[config.mk]
export PLATFORM = sky130hd
export DESIGN_NAME = ipc_integration_ctrl
export DESIGN_NICKNAME = d
export VERILOG_FILES = /design/src/ipc_integration_ctrl.v /design/src/ipc_divider.v /design/src/ipc_pin_sync.v
export VERILOG_INCLUDE_DIRS = /design/src /design/src/src
export SDC_FILE = /design/constraint.sdc
export NUM_CORES = 2
export LEC_CHECK = 0
export BUFFER_PORTS_ARGS = -buffer_cell sky130_fd_sc_hd__buf_4
export CORE_ASPECT_RATIO = 1.5
export CORE_MARGIN = 2
export CORE_UTILIZATION = 60
export CTS_CLUSTER_DIAMETER = 150
export DETAILED_ROUTE_END_ITERATION = 8
export PLACE_DENSITY = 0.79
export SYNTH_ARGS = -nofsm -noshare
export SYNTH_HDL_FRONTEND = slang
export SYNTH_SLANG_ARGS = --single-unit
export TNS_END_PERCENT = 50
[constraint.sdc]
create_clock -name pclk -period 9.2 [get_ports pclk]
set_input_delay 1.84 -clock pclk [delete_from_list [all_inputs] [get_ports pclk]]
set_output_delay 1.84 -clock pclk [all_outputs]
set_load 0.005 [all_outputs]
[src/ipc_map.vh]
// Register offsets, field positions, reset values and timing counts for the integration control
`ifndef IPC_MAP_VH
`define IPC_MAP_VH
// Register byte offsets
`define IPC_OFF_CTRL 8'h00
`define IPC_OFF_NPLC 8'h04
`define IPC_OFF_APER 8'h08
`define IPC_OFF_AUTO 8'h0C
`define IPC_OFF_FREQ 8'h10
`define IPC_OFF_STAT 8'h14
`define IPC_OFF_TRIG 8'h18
// Control register fields
`define IPC_CTRL_FUNC_LSB 0
`define IPC_CTRL_DIG_LSB 3
`define IPC_CTRL_ARES_BIT 6
`define IPC_CTRL_LINE_SYNC_BIT 7
// Auto register write codes
`define IPC_AUTO_OFF 2'h0
`define IPC_AUTO_ON 2'h1
`define IPC_AUTO_ONCE 2'h2
// Measurement function codes
`define IPC_FN_AC_CURRENT 3'h0
`define IPC_FN_DCI 3'h1
`define IPC_FN_ACV 3'h2
`define IPC_FN_DCV 3'h3
`define IPC_FN_RES 3'h4
`define IPC_FN_FRES 3'h5
`define IPC_FN_TEMP 3'h6
`define IPC_FN_LAST 3'h6
// Line cycle count held in hundredths of a cycle
`define IPC_NPLC_MIN 11'h001
`define IPC_NPLC_MAX 11'h3E8
`define IPC_NPLC_RST 11'h064
// Fixed line cycle choices in hundredths
`define IPC_NPLC_10 11'h3E8
`define IPC_NPLC_2 11'h0C8
`define IPC_NPLC_0P2 11'h014
`define IPC_NPLC_0P02 11'h002
`define IPC_NPLC_0P01 11'h001
`define IPC_NPLC_1 11'h064
// Aperture held in microseconds
`define IPC_APER_RST 24'h00411B
`define IPC_APER_MAX 24'h0FFFFF
`define IPC_US_PER_HCYC 16'h2710
// Line frequency in hertz
`define IPC_FREQ_RST 10'h03C
`define IPC_FREQ_400 10'h190
`define IPC_FREQ_SUB 10'h032
// Clock and processing time
`define IPC_CLK_MHZ 125
`define IPC_PROC_NS 1000
`define IPC_PROC_CYC ((`IPC_PROC_NS * `IPC_CLK_MHZ + 999) / 1000)
`endif

[src/ipc_integration_ctrl.v]
// Integration period control: line cycle count, aperture, auto selection and line sync
//
// Functional notes
// RL1: Aperture equals cycle count over line frequency.
// RL2: 400 Hz line uses 50 Hz in conversion.
// RL3: Writing either setting recomputes the other.
// RL4: Power-up derives aperture from kept cycle count.
// RL5: Line sync waits for positive zero crossing.
// RL6: Auto accepts on, off, once per function.
// RL7: Auto query returns 0 off, 1 on. The code returns 3 when on, with bit 1 mirroring bit 0.
// RL8: Auto picks count by function and resolution.
// RL9: Temperature auto count is 1.
// RL10: AC current auto: 10, 0.02, 0.01, 1.
// RL11: Once enables auto briefly, then disables.
// RL12: Disabling auto keeps last automatic count.
// RL13: Auto overwrites manual count, readback shows it.
// RL14: Auto aperture follows auto cycle-count enable.
// RL15: Valid aperture write clears auto enable.
// RL16: Count range 0.01 to 10, reset 1.
// RL17: Triggers during integration or processing ignored.
// RL18: After once completes, auto query reads disabled.
`include "ipc_map.vh"
module ipc_integration_ctrl (
   input wire pclk, // APB clock, 125 MHz
   input wire presetn, // Asynchronous reset, active low
   input wire psel, // APB select
   input wire penable, // APB access phase
   input wire pwrite, // APB direction, high for write
   input wire [7:0] paddr, // APB byte address
   input wire [31:0] pwdata, // APB write data
   output reg [31:0] prdata, // APB read data
   output reg pready, // APB transfer complete
   output reg pslverr, // APB error answer
   input wire trig_in, // Asynchronous measurement trigger pin
   input wire line_zc_in, // Asynchronous line zero-crossing level, high on positive half
   output reg integrate, // High while the converter integrates
   output reg conv_done // One-cycle pulse when a reading is processed
);
   // Engine and integration states
   localparam E_IDLE = 1'b0;
   localparam E_DIV = 1'b1;
   localparam OP_NPLC = 2'h0;
   localparam OP_APER = 2'h1;
   localparam OP_AUTO = 2'h2;
   localparam OP_SWEEP = 2'h3;
   localparam I_IDLE = 2'h0;
   localparam I_SYNC = 2'h1;
   localparam I_INT = 2'h2;
   localparam I_PROC = 2'h3;
   localparam [31:0] PROC_CYC = `IPC_PROC_CYC;

   reg [10:0] nplc_q [0:6]; // Line cycle count per function, hundredths
   reg [23:0] aper_q [0:6]; // Aperture per function, microseconds
   reg [6:0] auto_q; // Auto cycle-count (and auto aperture) enable per function
   reg [6:0] once_q; // One-shot auto pending per function
   reg [2:0] fsel_q; // Selected function
   reg [2:0] dig_q; // Selected resolution in digits
   reg ares_q; // Auto resolution enabled
   reg line_sync_enable_q; // Integration waits for a zero crossing
   reg [9:0] freq_q; // Line frequency in hertz
   reg eng_q; // Conversion engine state
   reg [1:0] op_q; // Operation the divider works for
   reg [2:0] ef_q; // Function the engine works on
   reg [23:0] aw_q; // Aperture value from a pending write
   reg sweep_q; // Aperture refresh of all functions pending
   reg [2:0] sidx_q; // Function index of the refresh
   reg div_start_q; // Divider start pulse
   reg [31:0] div_num_q; // Divider dividend
   reg [15:0] div_den_q; // Divider divisor
   reg sw_trig_q; // Software trigger pulse
   reg [1:0] ist_q; // Integration state
   reg [31:0] icnt_q; // Integration and processing countdown
   wire div_busy; // Divider running
   wire div_done; // Divider result valid
   wire [31:0] div_quot; // Divider result
   wire [1:0] pin_rise; // Edges of trigger and zero crossing
   wire acc; // APB access phase waiting for an answer
   wire [15:0] feff; // Line frequency used for conversion
   wire [10:0] auto_val; // Automatic count for the selected function
   wire [10:0] wr_nplc; // Count field of a write
   wire [23:0] wr_aper; // Aperture field of a write
   wire trig_any; // Any trigger this cycle
   wire [31:0] aper_cyc; // Selected aperture in clock cycles

   // Line frequency used in the conversion
   function [15:0] ipc_eff_freq;
      input [9:0] f;
      begin
         if (f == `IPC_FREQ_400) begin
            ipc_eff_freq = {6'h00, `IPC_FREQ_SUB}; // RL2
         end else begin
            ipc_eff_freq = {6'h00, f};
         end
      end
   endfunction

   // Automatic count table by function and resolution
   function [10:0] ipc_auto_nplc;
      input [2:0] fn;
      input [2:0] dig;
      input ares;
      begin
         if (fn == `IPC_FN_TEMP) begin
            ipc_auto_nplc = `IPC_NPLC_1; // RL9
         end else if (ares) begin
            ipc_auto_nplc = `IPC_NPLC_1; // RL10
         end else if (fn == `IPC_FN_AC_CURRENT || fn == `IPC_FN_ACV) begin
            case (dig) // RL10
               3'h7: ipc_auto_nplc = `IPC_NPLC_10;
               3'h6: ipc_auto_nplc = `IPC_NPLC_10;
               3'h5: ipc_auto_nplc = `IPC_NPLC_0P02;
               default: ipc_auto_nplc = `IPC_NPLC_0P01;
            endcase
         end else begin
            case (dig)
               3'h7: ipc_auto_nplc = `IPC_NPLC_2;
               3'h6: ipc_auto_nplc = `IPC_NPLC_0P2;
               3'h5: ipc_auto_nplc = `IPC_NPLC_0P02;
               default: ipc_auto_nplc = `IPC_NPLC_0P01;
            endcase
         end
      end
   endfunction

   assign acc = psel & penable & ~pready;
   assign feff = ipc_eff_freq(freq_q);
   assign auto_val = ipc_auto_nplc(fsel_q, dig_q, ares_q); // RL8
   assign wr_nplc = pwdata[10:0];
   assign wr_aper = pwdata[23:0];
   assign trig_any = pin_rise[0] | sw_trig_q;
   assign aper_cyc = aper_q[fsel_q] * `IPC_CLK_MHZ;

   ipc_divider u_div (
      .clk(pclk),
      .rst_n(presetn),
      .start(div_start_q),
      .num(div_num_q),
      .den(div_den_q),
      .busy(div_busy),
      .done(div_done),
      .quot(div_quot)
   );

   ipc_pin_sync u_sync (
      .clk(pclk),
      .rst_n(presetn),
      .pin_in({line_zc_in, trig_in}),
      .rise(pin_rise)
   );

   // Register file and conversion engine share one process so every
   // setting has a single writer; APB waits while a conversion runs
   integer i;
   always @(posedge pclk or negedge presetn) begin
      if (!presetn) begin
         for (i = 0; i < 7; i = i + 1) begin
            nplc_q[i] <= `IPC_NPLC_RST; // RL16
            aper_q[i] <= `IPC_APER_RST;
         end
         auto_q <= 7'h00;
         once_q <= 7'h00;
         fsel_q <= `IPC_FN_AC_CURRENT;
         dig_q <= 3'h6;
         ares_q <= 1'b0;
         line_sync_enable_q <= 1'b0;
         freq_q <= `IPC_FREQ_RST;
         eng_q <= E_IDLE;
         op_q <= OP_NPLC;
         ef_q <= 3'h0;
         aw_q <= 24'h000000;
         sweep_q <= 1'b1; // RL4
         sidx_q <= 3'h0;
         div_start_q <= 1'b0;
         div_num_q <= 32'h00000000;
         div_den_q <= 16'h0001;
         sw_trig_q <= 1'b0;
         prdata <= 32'h00000000;
         pready <= 1'b0;
         pslverr <= 1'b0;
      end else begin
         pready <= 1'b0;
         pslverr <= 1'b0;
         div_start_q <= 1'b0;
         sw_trig_q <= 1'b0;
         if (eng_q == E_DIV) begin
            // Store the converted value once the divider finishes
            if (div_done) begin
               eng_q <= E_IDLE;
               case (op_q)
                  OP_APER: begin
                     if (div_quot >= {21'h000000, `IPC_NPLC_MIN} &&
                         div_quot <= {21'h000000, `IPC_NPLC_MAX}) begin
                        nplc_q[ef_q] <= div_quot[10:0]; // RL3
                        aper_q[ef_q] <= aw_q;
                        auto_q[ef_q] <= 1'b0; // RL15
                        once_q[ef_q] <= 1'b0;
                     end else begin
                        pslverr <= 1'b1; // Result out of range, nothing stored
                     end
                     pready <= 1'b1;
                  end
                  OP_NPLC: begin
                     aper_q[ef_q] <= div_quot[23:0]; // RL3 RL1
                     pready <= 1'b1;
                  end
                  OP_AUTO: begin
                     aper_q[ef_q] <= div_quot[23:0]; // RL1
                     if (once_q[ef_q]) begin
                        auto_q[ef_q] <= 1'b0; // RL11 RL18 RL12
                        once_q[ef_q] <= 1'b0;
                     end
                  end
                  default: begin
                     aper_q[ef_q] <= div_quot[23:0]; // RL4
                  end
               endcase
            end
         end else if (sweep_q) begin
            // Refresh apertures from the kept counts, one function at a time
            op_q <= OP_SWEEP;
            ef_q <= sidx_q;
            div_num_q <= {21'h000000, nplc_q[sidx_q]} * {16'h0000, `IPC_US_PER_HCYC}; // RL4
            div_den_q <= feff;
            div_start_q <= 1'b1;
            eng_q <= E_DIV;
            if (sidx_q == `IPC_FN_LAST) begin
               sweep_q <= 1'b0;
               sidx_q <= 3'h0;
            end else begin
               sidx_q <= sidx_q + 3'h1;
            end
         end else if (acc) begin
            // APB access phase
            case (paddr)
               `IPC_OFF_CTRL: begin
                  if (pwrite) begin
                     if (pwdata[`IPC_CTRL_FUNC_LSB +: 3] > `IPC_FN_LAST) begin
                        pslverr <= 1'b1; // No such function
                     end else begin
                        fsel_q <= pwdata[`IPC_CTRL_FUNC_LSB +: 3];
                        dig_q <= pwdata[`IPC_CTRL_DIG_LSB +: 3];
                        ares_q <= pwdata[`IPC_CTRL_ARES_BIT];
                        line_sync_enable_q <= pwdata[`IPC_CTRL_LINE_SYNC_BIT];
                     end
                  end
                  prdata <= {24'h000000, line_sync_enable_q, ares_q, dig_q, fsel_q};
                  pready <= 1'b1;
               end
               `IPC_OFF_NPLC: begin
                  if (!pwrite) begin
                     prdata <= {21'h000000, nplc_q[fsel_q]}; // RL13
                     pready <= 1'b1;
                  end else if (pwdata[31:11] != 21'h000000 || wr_nplc < `IPC_NPLC_MIN ||
                               wr_nplc > `IPC_NPLC_MAX) begin
                     pslverr <= 1'b1; // RL16
                     pready <= 1'b1;
                  end else begin
                     nplc_q[fsel_q] <= wr_nplc; // RL3
                     op_q <= OP_NPLC;
                     ef_q <= fsel_q;
                     div_num_q <= {21'h000000, wr_nplc} * {16'h0000, `IPC_US_PER_HCYC}; // RL1
                     div_den_q <= feff;
                     div_start_q <= 1'b1;
                     eng_q <= E_DIV;
                  end
               end
               `IPC_OFF_APER: begin
                  if (!pwrite) begin
                     prdata <= {8'h00, aper_q[fsel_q]};
                     pready <= 1'b1;
                  end else if (pwdata[31:24] != 8'h00 || wr_aper > `IPC_APER_MAX) begin
                     pslverr <= 1'b1; // Above IPC_APER_MAX, refused whatever the line frequency
                     pready <= 1'b1;
                  end else begin
                     aw_q <= wr_aper;
                     op_q <= OP_APER;
                     ef_q <= fsel_q;
                     div_num_q <= {8'h00, wr_aper} * {16'h0000, feff}; // RL3 RL1
                     div_den_q <= `IPC_US_PER_HCYC;
                     div_start_q <= 1'b1;
                     eng_q <= E_DIV;
                  end
               end
               `IPC_OFF_AUTO: begin
                  if (pwrite) begin
                     case (pwdata[1:0]) // RL6
                        `IPC_AUTO_OFF: begin
                           auto_q[fsel_q] <= 1'b0; // RL12
                           once_q[fsel_q] <= 1'b0;
                        end
                        `IPC_AUTO_ON: begin
                           auto_q[fsel_q] <= 1'b1;
                           once_q[fsel_q] <= 1'b0;
                        end
                        `IPC_AUTO_ONCE: begin
                           auto_q[fsel_q] <= 1'b1; // RL11
                           once_q[fsel_q] <= 1'b1;
                        end
                        default: pslverr <= 1'b1;
                     endcase
                  end
                  // Bit 1 is auto aperture, always equal to bit 0
                  prdata <= {30'h00000000, auto_q[fsel_q], auto_q[fsel_q]}; // RL7 RL14
                  pready <= 1'b1;
               end
               `IPC_OFF_FREQ: begin
                  if (pwrite) begin
                     if (pwdata[31:10] != 22'h000000 || pwdata[9:0] == 10'h000) begin
                        pslverr <= 1'b1; // Zero would divide by zero
                     end else begin
                        freq_q <= pwdata[9:0];
                        sweep_q <= 1'b1; // RL4
                        sidx_q <= 3'h0;
                     end
                  end
                  prdata <= {22'h000000, freq_q};
                  pready <= 1'b1;
               end
               `IPC_OFF_STAT: begin
                  prdata <= {28'h0000000, sweep_q, ist_q == I_PROC, ist_q == I_INT,
                             ist_q == I_SYNC};
                  pready <= 1'b1;
               end
               `IPC_OFF_TRIG: begin
                  if (pwrite) begin
                     sw_trig_q <= pwdata[0];
                  end
                  prdata <= 32'h00000000;
                  pready <= 1'b1;
               end
               default: begin
                  prdata <= 32'h00000000;
                  pslverr <= 1'b1;
                  pready <= 1'b1;
               end
            endcase
         end else if (auto_q[fsel_q] && (once_q[fsel_q] || nplc_q[fsel_q] != auto_val)) begin
            // Auto overwrites the programmed count and refreshes aperture
            nplc_q[fsel_q] <= auto_val; // RL8 RL13
            op_q <= OP_AUTO;
            ef_q <= fsel_q;
            div_num_q <= {21'h000000, auto_val} * {16'h0000, `IPC_US_PER_HCYC};
            div_den_q <= feff;
            div_start_q <= 1'b1;
            eng_q <= E_DIV;
         end
      end
   end

   // Integration sequencer; the period is latched at start so a concurrent
   // setting change only affects the next reading
   always @(posedge pclk or negedge presetn) begin
      if (!presetn) begin
         ist_q <= I_IDLE;
         icnt_q <= 32'h00000000;
         integrate <= 1'b0;
         conv_done <= 1'b0;
      end else begin
         conv_done <= 1'b0;
         case (ist_q)
            I_IDLE: begin
               if (trig_any) begin
                  icnt_q <= aper_cyc;
                  if (line_sync_enable_q) begin
                     ist_q <= I_SYNC; // RL5
                  end else begin
                     ist_q <= I_INT;
                     integrate <= 1'b1;
                  end
               end
            end
            I_SYNC: begin
               if (pin_rise[1]) begin
                  ist_q <= I_INT; // RL5
                  integrate <= 1'b1;
               end
            end
            I_INT: begin
               // Further triggers fall on the floor until idle again
               if (icnt_q <= 32'h00000001) begin
                  integrate <= 1'b0; // RL17
                  icnt_q <= PROC_CYC;
                  ist_q <= I_PROC;
               end else begin
                  icnt_q <= icnt_q - 32'h00000001;
               end
            end
            default: begin
               if (icnt_q <= 32'h00000001) begin
                  conv_done <= 1'b1;
                  ist_q <= I_IDLE; // RL17
               end else begin
                  icnt_q <= icnt_q - 32'h00000001;
               end
            end
         endcase
      end
   end
endmodule

[src/ipc_divider.v]
// Sequential restoring divider used to convert between line cycles and aperture
module ipc_divider (
   input wire clk, // Block clock
   input wire rst_n, // Asynchronous reset, active low
   input wire start, // One-cycle start pulse
   input wire [31:0] num, // Dividend
   input wire [15:0] den, // Divisor, never zero
   output reg busy, // Division running
   output reg done, // One-cycle pulse with a valid quotient
   output reg [31:0] quot // Quotient
);
   reg [32:0] rem_q; // Partial remainder
   reg [5:0] cnt_q; // Bits left to produce
   wire [32:0] trial; // Shifted remainder before subtraction
   wire fits; // Divisor fits into trial

   assign trial = {rem_q[31:0], quot[31]};
   assign fits = (trial >= {17'h00000, den});

   // One quotient bit per cycle; 32 cycles trade speed for a tiny area
   always @(posedge clk or negedge rst_n) begin
      if (!rst_n) begin
         rem_q <= 33'h000000000;
         cnt_q <= 6'h00;
         busy <= 1'b0;
         done <= 1'b0;
         quot <= 32'h00000000;
      end else begin
         done <= 1'b0;
         if (start) begin
            quot <= num;
            rem_q <= 33'h000000000;
            cnt_q <= 6'h20;
            busy <= 1'b1;
         end else if (busy) begin
            // Keep or drop the divisor
            if (fits) begin
               rem_q <= trial - {17'h00000, den};
            end else begin
               rem_q <= trial;
            end
            quot <= {quot[30:0], fits};
            cnt_q <= cnt_q - 6'h01;
            if (cnt_q == 6'h01) begin
               busy <= 1'b0;
               done <= 1'b1;
            end
         end
      end
   end
endmodule

[src/ipc_pin_sync.v]
// Two-flop synchronisers with rising-edge detection for the trigger and zero-crossing pins
module ipc_pin_sync (
   input wire clk, // Block clock
   input wire rst_n, // Asynchronous reset, active low
   input wire [1:0] pin_in, // Raw asynchronous pins
   output wire [1:0] rise // One-cycle pulse on each rising edge
);
   reg [1:0] meta_q; // First stage, read only by the second
   reg [1:0] sync_q; // Second stage
   reg [1:0] prev_q; // Delayed copy for edge detection

   genvar g;
   generate
      for (g = 0; g < 2; g = g + 1) begin : g_pin
         // Each pin gets its own chain so a glitch on one never touches the other
         always @(posedge clk or negedge rst_n) begin
            if (!rst_n) begin
               meta_q[g] <= 1'b0;
               sync_q[g] <= 1'b0;
               prev_q[g] <= 1'b0;
            end else begin
               meta_q[g] <= pin_in[g];
               sync_q[g] <= meta_q[g];
               prev_q[g] <= sync_q[g];
            end
         end
         assign rise[g] = sync_q[g] & ~prev_q[g];
      end
   endgenerate
endmodule

After elaboration in Yosys (flattened, before gate mapping):

Index checks and enable logic that the tools add are counted.

* bits in registers: 509

* $add $sub $neg: 4
* $mul: 5
* order comparisons: 17
* eq/ne operators: 46
* mux-type cells: 186
* bitwise gates (word level): 25
* reduce and logical (&&, ||, !) cells: 54

Operators by type and width (count)
* $mux 77: 10
* $mux 32: 17
* $bwmux 168: 2
* $mux 168: 2
* $bwmux 77: 3
* $pmux 32 s6: 1
* $mux 16: 7
* $mux 7: 16
* $mux 11: 9
* $pmux 32 s3: 1
* $bmux 24 s3: 1
* $demux 24 s3: 1
* $mux 24: 3
* $bmux 11 s3: 2
* $demux 11 s3: 2
* $pmux 32 s2: 1
* $mul 11x10->21 const B: 3
* $mux 1: 61
* $pmux 7 s2: 4
* $mux 3: 13
* $ge 33x16->1: 1
* $ge 32x1->1 const B: 1
* $le 32x1->1 const B: 1
* $le 32x10->1 const B: 1
* other kinds (72): 174

Logic depth before layout (Yosys ltp):

* depth after elaboration: 13
* depth in mapped cells: 27

By module:

Synthesis repeated with hierarchy kept, for this count alone.

* cell total of the unflattened synthesis: 4670
* area, all modules: 42701.0 µm²

By module, submodules not included
* ipc_integration_ctrl: instances 1, cells an instance 4157, area an instance 38077.8 µm², sequential area each 10548.9 µm²
* ipc_divider: instances 1, cells an instance 505, area an instance 4445.5 µm², sequential area each 1801.7 µm²
* ipc_pin_sync: instances 1, cells an instance 8, area an instance 177.7 µm², sequential area each 150.1 µm²

Least setup slack after synthesis:

Ideal clock, no wire load.

* path type: in2reg
* from: input pwdata[9]
* to: register div_num_q[30]
* library setup time: 0.071 ns
* arrival: 7.053 ns
* setup slack: 2.077 ns
* cell stages on the path: 20
* buffers on the path: 2
* cell sequence: clkbuf_1 and3_1 fa_1 fa_1 fa_1 fa_1 inv_1 fa_1 inv_1 ha_1 clkbuf_1 nand2_1 o21ai_0 a211oi_1 or3_1 and3b_1 a311oi_1 o211ai_1 nor4b_1 nand3b_1

* cells in the longest elaborated chain, start to end: 6
* elaborated cells on any way between the ends: 15
* classes of those cells: mul: 1; order compare: 3; eq/ne: 2; mux: 5; reduce/logical: 4

Ends and longest elaborated chain
* from (decl): line ipc_integration_ctrl.v:30 `input wire [31:0] pwdata,`
* $mul 24x10->32: line ipc_integration_ctrl.v:278 `div_num_q <= {8'h00, wr_aper} * {16'h0000, feff};`
* $mux 32: line ipc_integration_ctrl.v:271 `` end else if (pwdata[31:24] != 8'h00 || wr_aper > `IPC_APER_MAX) begin ``
* $mux 32: line ipc_integration_ctrl.v:268 `if (!pwrite) begin`
* $pmux 32 s2: line ipc_integration_ctrl.v:234 `case (paddr)`
* $mux 32: line ipc_integration_ctrl.v:232 `end else if (acc) begin`
* $mux 32: line ipc_integration_ctrl.v:218 `end else if (sweep_q) begin`
* to (signal assigned): line ipc_integration_ctrl.v:222 `` div_num_q <= {21'h000000, nplc_q[sidx_q]} * {16'h0000, `IPC_US_PER_HCYC}; ``
* to (signal assigned): line ipc_integration_ctrl.v:261 `` div_num_q <= {21'h000000, wr_nplc} * {16'h0000, `IPC_US_PER_HCYC}; ``
* to (signal assigned): line ipc_integration_ctrl.v:278
* to (decl): line ipc_integration_ctrl.v:68 `reg [31:0] div_num_q;`

Parallel ways exist; a longest one is shown, timed or not. The select of a mux whose other input is x is not followed.
A chain may end at the register's enable or synchronous reset.

Final worst setup path:

* from: register freq_q[3]
* to: register div_num_q[23]

* cells in the longest elaborated chain, start to end: 8

Ends and longest elaborated chain
* from (decl): line ipc_integration_ctrl.v:60 `reg [9:0] freq_q;`
* from (signal assigned): line ipc_integration_ctrl.v:166 `` freq_q <= `IPC_FREQ_RST; ``
* from (signal assigned): line ipc_integration_ctrl.v:311 `freq_q <= pwdata[9:0];`
* $eq 10x9->1 (no source line)
* $mux 10 (*): line ipc_integration_ctrl.v:89 `` if (f == `IPC_FREQ_400) begin ``
* $mul 24x10->32 (*): line ipc_integration_ctrl.v:278
* $mux 32 (*): line ipc_integration_ctrl.v:271
* $mux 32 (*): line ipc_integration_ctrl.v:268
* $pmux 32 s2 (*): line ipc_integration_ctrl.v:234
* $mux 32 (*): line ipc_integration_ctrl.v:232
* $mux 32 (*): line ipc_integration_ctrl.v:218

Every way passes the cells marked *; elsewhere a longest branch is shown, timed or not. The select of a mux whose other input is x is not followed.

==> results.toml <==
[run_status]
status = "finished with violations"
violations = "capacitance limit, slew limit"

[setup_path]
critical_path.max_fanout = 28
cpPeakStageDelay_ns = 0.62
crit_top_cell = "fa_1"
worst-path-buf-inv = 4
path_depth = 23
cp.required_ns = 9.64
cp-endpoint = "div_num_q[23]$_DFFE_PN0P_"
r2r_start = "freq_q[3]$_DFFE_PN1P_"
crit_slowest_cell = "o41ai_1"
r2r-end = "div_num_q[23]$_DFFE_PN0P_"
rr_worst_depth = 23
endpoint_kind = "flop"
cpLargestDelayFamily = "adder cells"
reg2reg_slack_ns = 0.72
worstPathArrival_ns = 8.92
worstPathCellList = "nor4_1 -> nand4b_1 -> buf_4 -> nand2b_1 -> nand2_1 -> fa_1 -> inv_1 -> fa_1 -> fa_1 -> fa_1 -> inv_1 -> fa_1 -> inv_1 -> ha_1 -> and4_1 -> nand3_1 -> o21ai_0 -> a41o_1 -> o21ai_0 -> a21oi_1 -> xor2_1 -> o221ai_1 -> o41ai_1"
crit_path_start = "freq_q[3]$_DFFE_PN1P_"
critical_path_class = "reg -> reg"
setup.worst_path.start_class = "flop"

[yosys]
yosys.cell_types.count = 95
synthCells = 4563
async_flop_share = 1.000
ys_seq_elements = 496
ys.flop_type = "dfrtp_1"
synth_top_area_frac = 0.2524
synth.largest_area_cell = "dfrtp_1"
yosys_warnings = 0
synth_edf_count = 0
synth_area_leaders = "dfrtp_1 (25%), fa_1 (15%), ha_1 (9.7%)"
avgSynthCellArea_um2 = 9.236
netlist_area_mm2 = 0.04214
ys_seq_area_frac = 0.2966

[timing]
worst_pin_slew_ns = 1.487
setup_violations = 0
clock_skew_ns = 0.02215
layout_worst_path_cycle_share = 0.9218
fmax_mhz = 117.9
whs_ns = 0.3690
hold_viol = 0
min_period_ns = 8.481
tns_ns = 0
maxSlewViolCount = 1
slew-limit-headroom = -0.001834
rsz0062_at_grt = "no"

[route]
drc_errors = 0
wl_met3_mm = 10.60
antenna_left = 0
top_layer_used = "met4"
vias_per_cell = 6.414
firstDrtPassIters = 7
wl_met1_mm = 45.51
wl_per_cell_um = 23.44
wirelength_mm = 127.9
initialDrtViolationCount = 3531
dr_wl_met2_mm = 60.53
vias = 35001

[global_routing]
grt_use_total = 0.3604
grt-ovfl-total = 0
grt_pass1_wl_mm = 200.0
grt_max_degree = 160
grt_pass1_vias = 35702
antenna_found_initial = 2

[clocking]
cts_resized = 0
post_cts.repair.setup_buffers = 0
clkTransAtPathRegs_ns = 0.06
cts_buffer_depth = 3
htreeDepth = 2
ctsHoldBuffers = 0
cts_sinks = 496
insertion_delay_ns = 0.62
cts_tree = "done"
cts_buffers = 46
cts_root_buf = "clkbuf_16"

[floorplan]
io_pins = 83
fp-row-count = 119
start_util = 0.6035
die_area_mm2 = 0.07242
core_region_area_mm2 = 0.06983
dieWidth_um = 220.4
die_height_um = 328.6

[run]
maxCapViolations = 1

[power]
peakVddDrop_mv = 0.9153
cellPowerDensity_mw_per_mm2 = 343.1
leakagePower_nw = 21.44

[placed_design]
hpwl_mm = 93.85
port_buffers = 74
gp_congestion = 1.032

[final_layout]
nNetsFinal = 5198
area_delta_synth_final_pct = 7.164
drive_gt1_frac = 0.1047

[hold_path]
hold_class = "reg -> reg"
metal layers:
layer / track usage / vias to the layer above
met1: 0.4157 / 17188
met3: 0.06972 / 558
li1: - / 15567
met4: 0.2645 / 0
met5: 0 / -
met2: 0.5947 / 1688
report_power, final:
| group | switching (mW) | total, mW | internal [mW] |
|---|---|---|---|
| clock | 0.910 | 2.13 | 1.22 |
| sequential | 0.531 | 3.36 | 2.83 |
| combinational | 6.11 | 10.0 | 3.90 |
| total | 7.55 | 15.5 | 7.95 |
cell type report:
class | instances | area [µm²]
diodes | 3 | 7.507
fillers | 5670 | 24670
flip-flops and latches | 496 | 12510
well taps | 907 | 1135
clock inverters | 26 | 376.6
repair buffers | 155 | 1196
inverters | 414 | 1554
multi-input cells | 3396 | 27070
clock buffers | 60 | 1315
registers in the layout, summed over array words and instances (netlist names), 2 cells and up, named ones only:
register       count
aper_q           168
nplc_q            77
div_num_q         32
icnt_q            32
u_div.quot        32
u_div.rem_q       32
aw_q              24
prdata            24
div_den_q         11
freq_q            10
u_div.cnt_q        6
dig_q              3
ef_q               3
fsel_q             3
sidx_q             3
ist_q              2
op_q               2
u_sync.meta_q      2
u_sync.prev_q      2
u_sync.sync_q      2
worst min path at each step:
stage	from	to	cells past startpoint
floorplan	u_sync.meta_q[0]$_DFF_PN0_	u_sync.sync_q[0]$_DFF_PN0_	0
global placement	u_sync.meta_q[1]$_DFF_PN0_	u_sync.sync_q[1]$_DFF_PN0_	0
detailed placement	u_sync.meta_q[1]$_DFF_PN0_	u_sync.sync_q[1]$_DFF_PN0_	0
CTS	u_sync.meta_q[1]$_DFF_PN0_	u_sync.sync_q[1]$_DFF_PN0_	0
global route	u_sync.meta_q[1]$_DFF_PN0_	u_sync.sync_q[1]$_DFF_PN0_	0
finish	u_sync.meta_q[0]$_DFF_PN0_	u_sync.sync_q[0]$_DFF_PN0_	0
layout by cell type (no fill, tap or decap), drive strengths merged, types with 58 or more instances in the layout:
| cell | Yosys | layout |
|---|---|---|
| nand2 | 652 | 652 |
| o21ai | 444 | 444 |
| dfrtp | 425 | 425 |
| inv | 412 | 414 |
| ha | 328 | 328 |
| fa | 314 | 314 |
| nor2 | 216 | 216 |
| a21oi | 176 | 176 |
| buf | 56 | 155 |
| mux2i | 123 | 123 |
| mux2 | 108 | 108 |
| and2 | 80 | 80 |
| o22ai | 78 | 78 |
| dfstp | 71 | 71 |
| nor3 | 69 | 69 |
| xnor2 | 63 | 63 |
| clkbuf | 209 | 60 |
| xor2 | 58 | 58 |
synthesized netlist by cell type, drive strengths merged (63+ instances only):
master,instances
a21oi,176
and2,80
clkbuf,209
dfrtp,425
dfstp,71
fa,314
ha,328
inv,412
mux2,108
mux2i,123
nand2,652
nor2,216
nor3,69
o21ai,444
o22ai,78
xnor2,63
metrics by stage:
stage	cell area, µm²	std cells	total power [mW]	setup WS (ns)	util
after floorplan	42170	4571	10.33	2.077	-
after global placement	43460	5368	12.93	0.9721	0.6224
after detailed placement	43460	5368	13.20	0.9243	0.6224
after CTS	45160	5454	15.38	0.9109	0.6466
after global routing	45160	5454	16.77	0.4849	0.6466
final	45160	5457	15.50	0.7194	0.6468
cell families (layout without fill, tap and decap cells):
group	Yosys count	count (layout)	share of synthesized area
AO/OA/AOI/OAI	1054	1054	0.1536
XOR/XNOR	121	121	0.02515
adder cells (fa/ha/maj)	642	642	0.2465
buffers and inverters	679	655	0.06318
flip-flops	496	496	0.2966
multiplexers	255	255	0.07090
other	1	12	0.00008898
AND/OR/NAND/NOR	1315	1315	0.1439
No activity file was read; power rests on OpenSTA's default activity.
